`src/hw/itx_defines.svh`:
```
// Constants for the instruction timing and extension word decoder
// Behaviour
// - Jumps are one word and always take two cycles, taken or not.
// - Original core: marked single-operand and SP-indexed forms take 5.
// - Register dst: 1 from register, 2 indirect/immediate, 3 memory.
// - PC destination: 2 cycles from register source, otherwise 3.
// - Memory destination: 4/5/6 cycles; copy, bit-test, compare one fewer.
// - Double-op length is one word plus one per memory/immediate operand.
// - Most extended instructions carry one prefix word for 20-bit access.
// - After an extension word, addresses, indexes and immediates are 20 bits.
// - Some extended instructions run without any prefix word.
// - Two extension formats: register mode and all other modes.
// - Bits 15:11 equal to 00011 mark an extension word, 1800h to 1FFFh.
// - Length bit with byte/word bit: reserved, 20-bit, 16-bit, 8-bit.
// - Count-source 0: bits 3:0 hold repeat count minus one.
// - Count-source 1: bits 3:0 name a register with low nibble count-1.
// - Jump offset is doubled, sign-extended to 20 bits, added to PC.
// - Non-register extension gives source and destination bits 19:16.
`ifndef ITX_DEFINES_SVH
`define ITX_DEFINES_SVH
`define ITX_EXT_OPC 5'h03
`define ITX_EXT_OPC_HI 15
`define ITX_EXT_OPC_LO 11
`define ITX_EXT_ZC_BIT 8
`define ITX_EXT_CNTSRC_BIT 7
`define ITX_EXT_AL_BIT 6
`define ITX_EXT_SRC_HI 10
`define ITX_EXT_SRC_LO 7
`define ITX_EXT_DST_HI 3
`define ITX_EXT_DST_LO 0
`define ITX_JMP_OPC 3'h1
`define ITX_JMP_CYC 3'h2
`define ITX_LEGACY_CYC 3'h5
`endif

```
`src/hw/itx_pkg.sv`:
```
// Types shared by the instruction timing and extension word decoder
package itx_pkg;
   typedef enum logic [1:0] {
      ITX_RES = 2'b00,
      ITX_ADDR = 2'b01,
      ITX_WORD = 2'b10,
      ITX_BYTE = 2'b11
   } itx_len_e;
   typedef enum logic [1:0] {
      ITX_FMT_JUMP = 2'b00,
      ITX_FMT_DOUBLE = 2'b01,
      ITX_FMT_SINGLE = 2'b10,
      ITX_FMT_OTHER = 2'b11
   } itx_fmt_e;
endpackage : itx_pkg

```
`src/hw/itx_timing.sv`:
```
// Cycle count and length table for jumps and double-operand instructions
`include "itx_defines.svh"
module itx_timing
   import itx_pkg::*;
(
   // Decoded instruction fields
   input wire itx_pkg::itx_fmt_e fmt,
   input wire logic [1:0] src_mode,
   input wire logic [3:0] src_reg,
   input wire logic dst_mode,
   input wire logic [3:0] dst_reg,
   input wire logic [3:0] opcode,
   // Results
   output logic [2:0] cycles,
   output logic [1:0] words
);
   // Immediate is @PC+; absolute and symbolic are indexed forms
   function automatic logic src_is_mem(input logic [1:0] m);
      return m == 2'b01;
   endfunction : src_is_mem

   logic src_reg_mode;
   logic src_indir;
   logic short_op;
   logic src_imm;
   always_comb begin
      src_reg_mode = (src_mode == 2'b00);
      src_indir = src_mode[1];
      src_imm = (src_mode == 2'b11) && (src_reg == 4'h0);
      // Copy, bit-test and compare opcodes
      short_op = (opcode == 4'h4) || (opcode == 4'hb) || (opcode == 4'h9);
      cycles = 3'h1;
      words = 2'h1;
      unique case (fmt)
         ITX_FMT_JUMP: begin
            cycles = `ITX_JMP_CYC;
            words = 2'h1;
         end
         ITX_FMT_DOUBLE: begin
            if (!dst_mode && dst_reg != 4'h0) begin
               cycles = src_reg_mode ? 3'h1
                        : (src_indir ? 3'h2 : 3'h3);
            end else if (!dst_mode) begin
               cycles = src_reg_mode ? 3'h2 : 3'h3;
            end else begin
               cycles = src_reg_mode ? 3'h4
                        : (src_indir ? 3'h5 : 3'h6);
               if (short_op) begin
                  cycles = cycles - 3'h1;
               end
            end
            // One word plus one per immediate or indexed operand
            words = 2'h1 + {1'b0, src_is_mem(src_mode) | src_imm}
                    + {1'b0, dst_mode};
         end
         default: begin
            cycles = 3'h1;
            words = 2'h1;
         end
      endcase
   end
endmodule : itx_timing

```
`src/hw/itx_decoder.sv`:
```
// Instruction decoder slice: timing, jump target and extension word state
`include "itx_defines.svh"
module itx_decoder
   import itx_pkg::*;
(
   // Clock and reset
   input wire logic clk,
   input wire logic rstn,
   // Instruction word stream
   input wire logic word_valid,
   input wire logic [15:0] word,
   input wire logic [19:0] pc,
   input wire logic legacy_core,
   // Register file read for register-sourced repeat counts
   output logic [3:0] cnt_reg_sel,
   input wire logic [3:0] cnt_reg_low,
   // Instruction results
   output logic instr_valid,
   output logic [2:0] instr_cycles,
   output logic [1:0] instr_words,
   output logic [19:0] jump_target,
   output logic ext_active,
   output logic ext_reg_fmt,
   output logic ext_wide,
   output itx_pkg::itx_len_e data_len,
   output logic [3:0] rep_count_m1,
   output logic carry_zero,
   output logic [3:0] src_hi,
   output logic [3:0] dst_hi
);
   import itx_pkg::*;

   // Bits 15:11 select the prefix opcode
   function automatic logic is_ext(input logic [15:0] w);
      return w[`ITX_EXT_OPC_HI:`ITX_EXT_OPC_LO] == `ITX_EXT_OPC;
   endfunction : is_ext

   function automatic itx_fmt_e fmt_of(input logic [15:0] w);
      if (w[15:13] == `ITX_JMP_OPC) begin
         return ITX_FMT_JUMP;
      end
      if (w[15:12] >= 4'h4) begin
         return ITX_FMT_DOUBLE;
      end
      if (w[15:10] == 6'h04) begin
         return ITX_FMT_SINGLE;
      end
      return ITX_FMT_OTHER;
   endfunction : fmt_of

   logic word_ext;
   itx_fmt_e cur_fmt;
   logic [2:0] tab_cycles;
   logic [1:0] tab_words;
   logic [15:0] ext_word;
   logic pend;
   logic next_reg_fmt;
   logic [2:0] next_cycles;

   assign word_ext = word_valid && is_ext(word);
   assign cur_fmt = fmt_of(word);
   assign cnt_reg_sel = ext_word[3:0];

   itx_timing u_timing (
      .fmt(cur_fmt),
      .src_mode(word[5:4]),
      .src_reg(word[11:8]),
      .dst_mode(word[7]),
      .dst_reg(word[3:0]),
      .opcode(word[15:12]),
      .cycles(tab_cycles),
      .words(tab_words)
   );

   // Register-mode format: both operands in registers for double operand
   always_comb begin
      next_reg_fmt = 1'b0;
      if (cur_fmt == ITX_FMT_DOUBLE) begin
         next_reg_fmt = (word[5:4] == 2'b00) && !word[7];
      end else if (cur_fmt == ITX_FMT_SINGLE) begin
         next_reg_fmt = (word[5:4] == 2'b00);
      end
   end

   // The original core is slower on marked single-operand and SP-indexed forms
   always_comb begin
      next_cycles = tab_cycles;
      if (legacy_core && cur_fmt == ITX_FMT_SINGLE &&
          (word[5:4] != 2'b00 || word[3:0] == 4'h1)) begin
         next_cycles = `ITX_LEGACY_CYC;
      end
   end

   // Prefix capture; a prefix applies only to the next word
   always_ff @(posedge clk or negedge rstn) begin
      if (!rstn) begin
         pend <= 1'b0;
         ext_word <= 16'h0000;
      end else if (word_ext) begin
         pend <= 1'b1;
         ext_word <= word;
      end else if (word_valid) begin
         pend <= 1'b0;
      end
   end

   // Instruction outputs; data stays registered for a clean timing path
   always_ff @(posedge clk or negedge rstn) begin
      if (!rstn) begin
         instr_valid <= 1'b0;
         instr_cycles <= 3'h0;
         instr_words <= 2'h0;
         jump_target <= 20'h00000;
         ext_active <= 1'b0;
         ext_reg_fmt <= 1'b0;
         ext_wide <= 1'b0;
         data_len <= ITX_WORD;
         rep_count_m1 <= 4'h0;
         carry_zero <= 1'b0;
         src_hi <= 4'h0;
         dst_hi <= 4'h0;
      end else begin
         instr_valid <= word_valid && !word_ext;
         if (word_valid && !word_ext) begin
            instr_cycles <= next_cycles;
            instr_words <= tab_words;
            // Doubled offset, sign-extended to 20 bits
            jump_target <= pc + {{9{word[9]}}, word[9:0], 1'b0};
            ext_active <= pend;
            ext_wide <= pend;
            ext_reg_fmt <= pend && next_reg_fmt;
            // Prefix bits 5:4 are never looked at
            data_len <= itx_len_e'(pend ? {ext_word[`ITX_EXT_AL_BIT], word[6]}
                                        : {1'b1, word[6]});
            rep_count_m1 <= 4'h0;
            carry_zero <= 1'b0;
            src_hi <= 4'h0;
            dst_hi <= 4'h0;
            if (pend && next_reg_fmt) begin
               rep_count_m1 <= ext_word[`ITX_EXT_CNTSRC_BIT] ? cnt_reg_low
                               : ext_word[3:0];
               carry_zero <= ext_word[`ITX_EXT_ZC_BIT];
            end else if (pend) begin
               src_hi <= ext_word[`ITX_EXT_SRC_HI:
                                  `ITX_EXT_SRC_LO];
               dst_hi <= ext_word[`ITX_EXT_DST_HI:
                                  `ITX_EXT_DST_LO];
            end
         end
      end
   end

   a_jump_cycles: assert property (@(posedge clk) disable iff (!rstn)
      word_valid && !word_ext && cur_fmt == ITX_FMT_JUMP
      |=> instr_cycles == 3'h2 && instr_words == 2'h1)
      else $error("jump timing wrong");
   a_prefix_no_instr: assert property (@(posedge clk) disable iff (!rstn)
      word_ext |=> !instr_valid)
      else $error("prefix taken as instruction");
   a_prefix_wide: assert property (@(posedge clk) disable iff (!rstn)
      word_ext ##1 (word_valid && !word_ext) |=> ext_wide)
      else $error("prefix not widening");
   a_plain_narrow: assert property (@(posedge clk) disable iff (!rstn)
      !pend && word_valid && !word_ext |=> !ext_active)
      else $error("stale prefix applied");
   a_reg_count: assert property (@(posedge clk) disable iff (!rstn)
      pend && next_reg_fmt && word_valid && !word_ext
      && !ext_word[`ITX_EXT_CNTSRC_BIT]
      |=> rep_count_m1 == $past(ext_word[3:0]))
      else $error("repeat count wrong");
   a_jump_target: assert property (@(posedge clk) disable iff (!rstn)
      word_valid && !word_ext
      |=> jump_target == $past(pc) + {{9{$past(word[9])}},
                                    $past(word[9:0]), 1'b0})
      else $error("jump target wrong");
   a_dbl_words: assert property (@(posedge clk) disable iff (!rstn)
      word_valid && cur_fmt == ITX_FMT_DOUBLE && word[5:4] == 2'b00
      && !word[7] |=> instr_words == 2'h1)
      else $error("length wrong");
   a_len_plain: assert property (@(posedge clk) disable iff (!rstn)
      !pend && word_valid && !word_ext |=> data_len[1])
      else $error("plain length wrong");

   // Checks per table entry; each one needs its own stimulus to fire
   logic acc_word;
   assign acc_word = word_valid && !word_ext;

   // Register source into a general register is the fastest form
   a_reg_dst_one: assert property (@(posedge clk) disable iff (!rstn)
      acc_word && cur_fmt == ITX_FMT_DOUBLE && !word[7]
      && word[3:0] != 4'h0 && word[5:4] == 2'b00
      |=> instr_cycles == 3'h1)
      else $error("register source timing wrong");

   // Indirect, autoincrement and immediate sources cost one more read
   a_reg_dst_two: assert property (@(posedge clk) disable iff (!rstn)
      acc_word && cur_fmt == ITX_FMT_DOUBLE && !word[7]
      && word[3:0] != 4'h0 && word[5]
      |=> instr_cycles == 3'h2)
      else $error("indirect source timing wrong");

   // Indexed source needs the extra index word fetched first
   a_reg_dst_three: assert property (@(posedge clk) disable iff (!rstn)
      acc_word && cur_fmt == ITX_FMT_DOUBLE && !word[7]
      && word[3:0] != 4'h0 && word[5:4] == 2'b01
      |=> instr_cycles == 3'h3)
      else $error("indexed source timing wrong");

   // Writing the program counter from a register costs a refetch
   a_pc_dst_reg: assert property (@(posedge clk) disable iff (!rstn)
      acc_word && cur_fmt == ITX_FMT_DOUBLE && !word[7]
      && word[3:0] == 4'h0 && word[5:4] == 2'b00
      |=> instr_cycles == 3'h2)
      else $error("branch from register timing wrong");

   // Any other source into the program counter takes three
   a_pc_dst_other: assert property (@(posedge clk) disable iff (!rstn)
      acc_word && cur_fmt == ITX_FMT_DOUBLE && !word[7]
      && word[3:0] == 4'h0 && word[5:4] != 2'b00
      |=> instr_cycles == 3'h3)
      else $error("branch from memory timing wrong");

   // Add with register source into memory has the full write-back
   a_mem_dst_add: assert property (@(posedge clk) disable iff (!rstn)
      acc_word && cur_fmt == ITX_FMT_DOUBLE && word[7]
      && word[15:12] == 4'h5 && word[5:4] == 2'b00
      |=> instr_cycles == 3'h4)
      else $error("memory destination timing wrong");

   // A copy skips the destination read, so one cycle less
   a_mem_dst_copy: assert property (@(posedge clk) disable iff (!rstn)
      acc_word && cur_fmt == ITX_FMT_DOUBLE && word[7]
      && word[15:12] == 4'h4 && word[5:4] == 2'b00
      |=> instr_cycles == 3'h3)
      else $error("copy to memory timing wrong");

   // Memory destinations always span three to six cycles
   a_mem_dst_range: assert property (@(posedge clk) disable iff (!rstn)
      acc_word && cur_fmt == ITX_FMT_DOUBLE && word[7]
      |=> instr_cycles inside {[3'h3:3'h6]})
      else $error("memory destination out of range");

   // An indexed destination always brings its own index word
   a_mem_dst_words: assert property (@(posedge clk) disable iff (!rstn)
      acc_word && cur_fmt == ITX_FMT_DOUBLE && word[7]
      |=> instr_words >= 2'h2)
      else $error("memory destination length wrong");

   // Immediate source into a register carries one constant word
   a_imm_words: assert property (@(posedge clk) disable iff (!rstn)
      acc_word && cur_fmt == ITX_FMT_DOUBLE && !word[7]
      && word[5:4] == 2'b11 && word[11:8] == 4'h0
      |=> instr_words == 2'h2)
      else $error("immediate length wrong");

   // Original core keeps its slower single-operand memory forms
   a_legacy_five: assert property (@(posedge clk) disable iff (!rstn)
      acc_word && legacy_core && cur_fmt == ITX_FMT_SINGLE
      && word[5:4] != 2'b00
      |=> instr_cycles == 3'h5)
      else $error("original core timing wrong");

   // Every accepted instruction word yields exactly one result pulse
   a_valid_pulse: assert property (@(posedge clk) disable iff (!rstn)
      acc_word |=> instr_valid)
      else $error("instruction lost");

   // Format choice follows the operand modes of the prefixed word
   a_reg_fmt_flag: assert property (@(posedge clk) disable iff (!rstn)
      pend && acc_word
      |=> ext_reg_fmt == $past(next_reg_fmt))
      else $error("extension format wrong");

   // Prefixed length comes from the prefix bit and the byte bit
   a_len_prefixed: assert property (@(posedge clk) disable iff (!rstn)
      pend && acc_word
      |=> data_len == $past({ext_word[`ITX_EXT_AL_BIT], word[6]}))
      else $error("prefixed length wrong");

   // Register-sourced count uses the value read in the taking cycle
   a_reg_count_src: assert property (@(posedge clk) disable iff (!rstn)
      pend && next_reg_fmt && acc_word && ext_word[`ITX_EXT_CNTSRC_BIT]
      |=> rep_count_m1 == $past(cnt_reg_low))
      else $error("register repeat count wrong");

   // Carry handling of repeated operations follows the prefix bit
   a_carry_zero: assert property (@(posedge clk) disable iff (!rstn)
      pend && next_reg_fmt && acc_word
      |=> carry_zero == $past(ext_word[`ITX_EXT_ZC_BIT]))
      else $error("carry select wrong");

   // Upper address nibbles come straight from the memory-mode prefix
   a_prefix_hi: assert property (@(posedge clk) disable iff (!rstn)
      pend && !next_reg_fmt && acc_word
      |=> src_hi == $past(ext_word[`ITX_EXT_SRC_HI:`ITX_EXT_SRC_LO])
      && dst_hi == $past(ext_word[`ITX_EXT_DST_HI:`ITX_EXT_DST_LO]))
      else $error("upper address bits wrong");

   c_prefixed: cover property (@(posedge clk) disable iff (!rstn)
      word_ext ##1 (word_valid && !word_ext));
   c_jump: cover property (@(posedge clk) disable iff (!rstn)
      word_valid && cur_fmt == ITX_FMT_JUMP);
   c_repeat_reg: cover property (@(posedge clk) disable iff (!rstn)
      pend && next_reg_fmt && ext_word[`ITX_EXT_CNTSRC_BIT] && word_valid);
   c_legacy: cover property (@(posedge clk) disable iff (!rstn)
      acc_word && legacy_core && cur_fmt == ITX_FMT_SINGLE);
   c_mem_dst: cover property (@(posedge clk) disable iff (!rstn)
      acc_word && cur_fmt == ITX_FMT_DOUBLE && word[7]);
endmodule : itx_decoder

```
`config.mk`:
```
export PLATFORM = sky130hd
export DESIGN_NAME = itx_decoder
export DESIGN_NICKNAME = d
export VERILOG_FILES = /design/src/hw/itx_pkg.sv /design/src/hw/itx_timing.sv /design/src/hw/itx_decoder.sv
export VERILOG_INCLUDE_DIRS = /design/src /design/src/hw
export SDC_FILE = /design/constraint.sdc
export NUM_CORES = 1
export LEC_CHECK = 0
export BUFFER_PORTS_ARGS = -buffer_cell sky130_fd_sc_hd__clkbuf_2
export CAP_MARGIN = 40
export CORE_MARGIN = 4
export CORE_UTILIZATION = 48
export CTS_BUF_LIST = sky130_fd_sc_hd__clkbuf_8
export CTS_CLUSTER_DIAMETER = 150
export CTS_CLUSTER_SIZE = 30
export DETAILED_ROUTE_END_ITERATION = 16
export PLACE_DENSITY = 0.86
export SLEW_MARGIN = 20
export SYNTH_ARGS = -nofsm -noshare
export SYNTH_HDL_FRONTEND = slang
export SYNTH_SLANG_ARGS = --single-unit
```
`constraint.sdc`:
```
create_clock -name clk -period 0.9 [get_ports clk]
set_input_delay 0.18 -clock clk [delete_from_list [all_inputs] [get_ports clk]]
set_output_delay 0.18 -clock clk [all_outputs]
set_load 0.01 [all_outputs]
```
==> out/results.ini <==
[sta]
period_minus_slack_ns = 1.84
skew_ns = 0.0141
hold_ws_ns = 0.0239
worst_pin_slew_ns = 0.458
final-max-slew-violation-count = 0
period_share_pct = 205
final-hold-violation-count = 0
slew_headroom_pct = 69.3
rsz0062_at_grt = true
setup_viol_count_final = 101
fin_ws_ns = -0.943
fmax_mhz = 542

[clock_network]
cts-root-buf = clkbuf_8
cts_made_buffers = 5
htreeDepth = 2
cts.sinks = 53
clkLatencyLatePin_ns = 0.37
tritoncts = yes
clock_path_buffers = 2
clk_pin_slew_ns = 0.11

[grt]
grt_pass1_vias = 3941
antenna_found_initial = 2
gr-usage-met1_pct = 33.4
grt_util_met3_pct = 7.56
grt_use_met2_pct = 62.5
grt_first_pass_wirelength_mm = 19.9
gr-total-overflow = 0
grt-busiest-layer = met2
track_usage_pct = 33.8
grt_max_degree = 54

[final_layout]
final_layout_size_suffix_gt1_share_pct = 61.6
seq_area_sq_um = 1330
synthToLayoutAreaGrowth_pct = 83.2
n_fill_cell = 214
final_core_util_pct = 90.8
final_cell_mix = 121 x buf_4, 73 x clkbuf_2, 52 x dfrtp_1
multi_input_area_sq_um = 2200
final_common_cell = buf_4
nets = 631
diodes = 0

[detailed_routing]
wl_per_cell_microns = 28.0
drc = 0
drt-pass1-iter-count = 6
ant_nets = 0
drt-initial-drc-count = 502
wl_mm = 18.1
vias = 4310
viasPerCell = 6.68

[power_and_ir_drop]
peakVddDrop_v = 0.00187
p_sw_share_pct = 37.3
seqPwrFrac_pct = 35.1
leakagePower_uw = 0.00285
power_density_nw_per_um2 = 1500
clockPowerShare_pct = 21.0
p_int_uw = 5430
power.switching_uw = 3240
power_frac_comb_pct = 43.8

[synthesis]
synth_area_per_cell_sq_um = 9.56
syn_nets = 395
synthesis.area_sq_um = 3160
yosysWarnings = 0
synth_edf_count = 0
ys.flop_type = dfrtp_1
synth_cell_types = 58
synthArstFlopShare_pct = 100
postSynthCellCount = 331
ys_seq_elements = 53
ys_seq_area_share_pct = 42.0

[worst_setup_path]
reg2reg_from = ext_word[7]
endpoint_kind = register
required_ns = 1.13
r2r_cells = 2
critPathTopFamily = compound AO/OA/AOI/OAI gates
cpPeakStageDelay_ns = 0.35
regToRegSetupSlack_ns = -0.18
crit_chain = buf_8 -> ha_4 -> inv_2 -> fa_2 -> and2b_1 -> o2111ai_2 -> a31o_2 -> a221oi_2 -> mux2i_1 -> o311ai_1
crit_type = in2reg
worstSetupStartpointType = primary input
crit_path_top_delay_cell = fa_2
crit_arrival_ns = 2.07
timing.rr.end = rep_count_m1[1]
path_buf_inv = 2
crit_path_max_fanout = 2

[placed_design]
gp_congestion = 0.911
hpwl_mm = 7.69
io_buffers = 91

[floorplanning]
floorplan.core_area_sq_um = 6390
rows = 29
io-pin-count = 92
dieHeight_microns = 89.2
initial_core_util_pct = 49.5
die_w_microns = 89.2
dieArea_sq_um = 7950

[min_path]
worstHoldStart = pc[0]
holdPathEnd = jump_target[0]
holdPathStages = 3
hp-class = in2reg

[run_status]
outcome = finished, violations left
violations = setup timing

[run]
max_cap_violations = 0

-- how the worst max path moves through the flow --
stage	cells past startpoint	to	slack [ns]	start
after floorplan	9	jump_target[15]	-1.12	word[0]
after global placement	10	jump_target[15]	-1.25	word[0]
after detailed placement	10	jump_target[9]	-1.36	word[0]
after CTS	10	jump_target[15]	-0.93	pc[1]
after global routing	10	jump_target[15]	-1.04	pc[1]
final	10	jump_target[15]	-0.94	word[0]
-- final cells by class --
class	count	share of cell area (%)
multi-input combinational	247	38.0
timing repair buffer	247	34.5
sequential	53	22.9
tap	77	1.66
clock buffer	5	1.19
inverter	13	0.972
clock inverter	3	0.734
-- what timing repair did --
item                       in CTS  in global routing
cloned                          2                  2
setup endpoints to repair     101                101
hold buffers                    1                  0
resized for setup              87                 84
hold endpoints to repair       52                  0
pin swaps                      37                 38
buffers inserted               36                 32
-- power groups by stage --
| stage | clock, uW | combinational [uW] | sequential (uW) |
|---|---|---|---|
| after floorplan | 0 | 1170 | 3060 |
| after global placement | 0 | 2260 | 2970 |
| after detailed placement | 0 | 2360 | 3000 |
| after CTS | 1660 | 2940 | 2920 |
| after global routing | 1880 | 3950 | 3060 |
| final | 1820 | 3800 | 3050 |
-- worst min-delay path: stages --
cell	delay (ns)
clkbuf_2	0.09
nand2_2	0.05
nand2_2	0.05
-- metal layers --
metal	vias to the layer above	part of all wire, %
met1	2015	32
met5	-	0.14
met3	200	12
li1	1672	-
met2	419	46
met4	4	9.8
-- sequential cells by signal, summed over array words and instances (netlist names) --
register and flops:
instr_valid 1, instr_cycles 3, carry_zero 1, rep_count_m1 4
pend 1, ext_wide 1, data_len 2, ext_word 9
instr_words 2, src_hi 4, ext_reg_fmt 1, jump_target 20
dst_hi 4
-- metrics by stage --
stage	std cells	area [sq um]	power (uW)	TNS (ns)	worst slack, ns
after global routing	645	5800	8890	-38.87	-1.04
final	645	5800	8670	-35.73	-0.943
after CTS	617	5280	7520	-23.86	-0.929
after floorplan	331	3320	4220	-21.55	-1.12
after global placement	570	4430	5230	-34.91	-1.25
after detailed placement	570	4430	5350	-38.33	-1.36
-- cell usage after synthesis, types with 2 or more instances --
library cell  number  area, sq um
a21oi_1           18         90.1
xnor2_1            8         70.1
a31oi_1            7         43.8
inv_1             13         48.8
a211oi_1           2         15.0
and3_1             4         25.0
dfrtp_1           52         1300
nor2_1            19         71.3
o211ai_1           3         22.5
o311ai_0           2         17.5
nand3_1            5         25.0
buf_4              5         37.5
clkbuf_1           4         15.0
a21o_1             6         45.0
xor2_1             4         35.0
o21ai_1            4         20.0
a21o_2             2         17.5
o2111ai_1          3         26.3
mux2i_1            5         50.1
a22o_1             9         78.8
nor3_1             3         15.0
o31ai_1            3         22.5
ha_1              19          238
or2_2              2         12.5
mux2_2             7         78.8
nand2_1           52          195
o21a_1             3         22.5
o21ai_0           26          130
nand4_1            6         37.5
a221oi_2           3         45.0
buf_2              5         25.0
-- logic make-up (layout without fill, tap and decap cells) --
| group | Yosys count | after routing | synth area share, % |
|---|---|---|---|
| DFF | 53 | 53 | 42.0 |
| buffers and inverters | 31 | 268 | 5.06 |
| muxes | 12 | 12 | 4.07 |
| and+or+nand+nor | 100 | 100 | 15.1 |
| AOI/OAI and AO/OA | 103 | 103 | 22.4 |
| xor gates and xnor gates | 12 | 12 | 3.32 |
| adders and majority gates | 20 | 20 | 8.15 |
(Power assumes the default switching activity.)
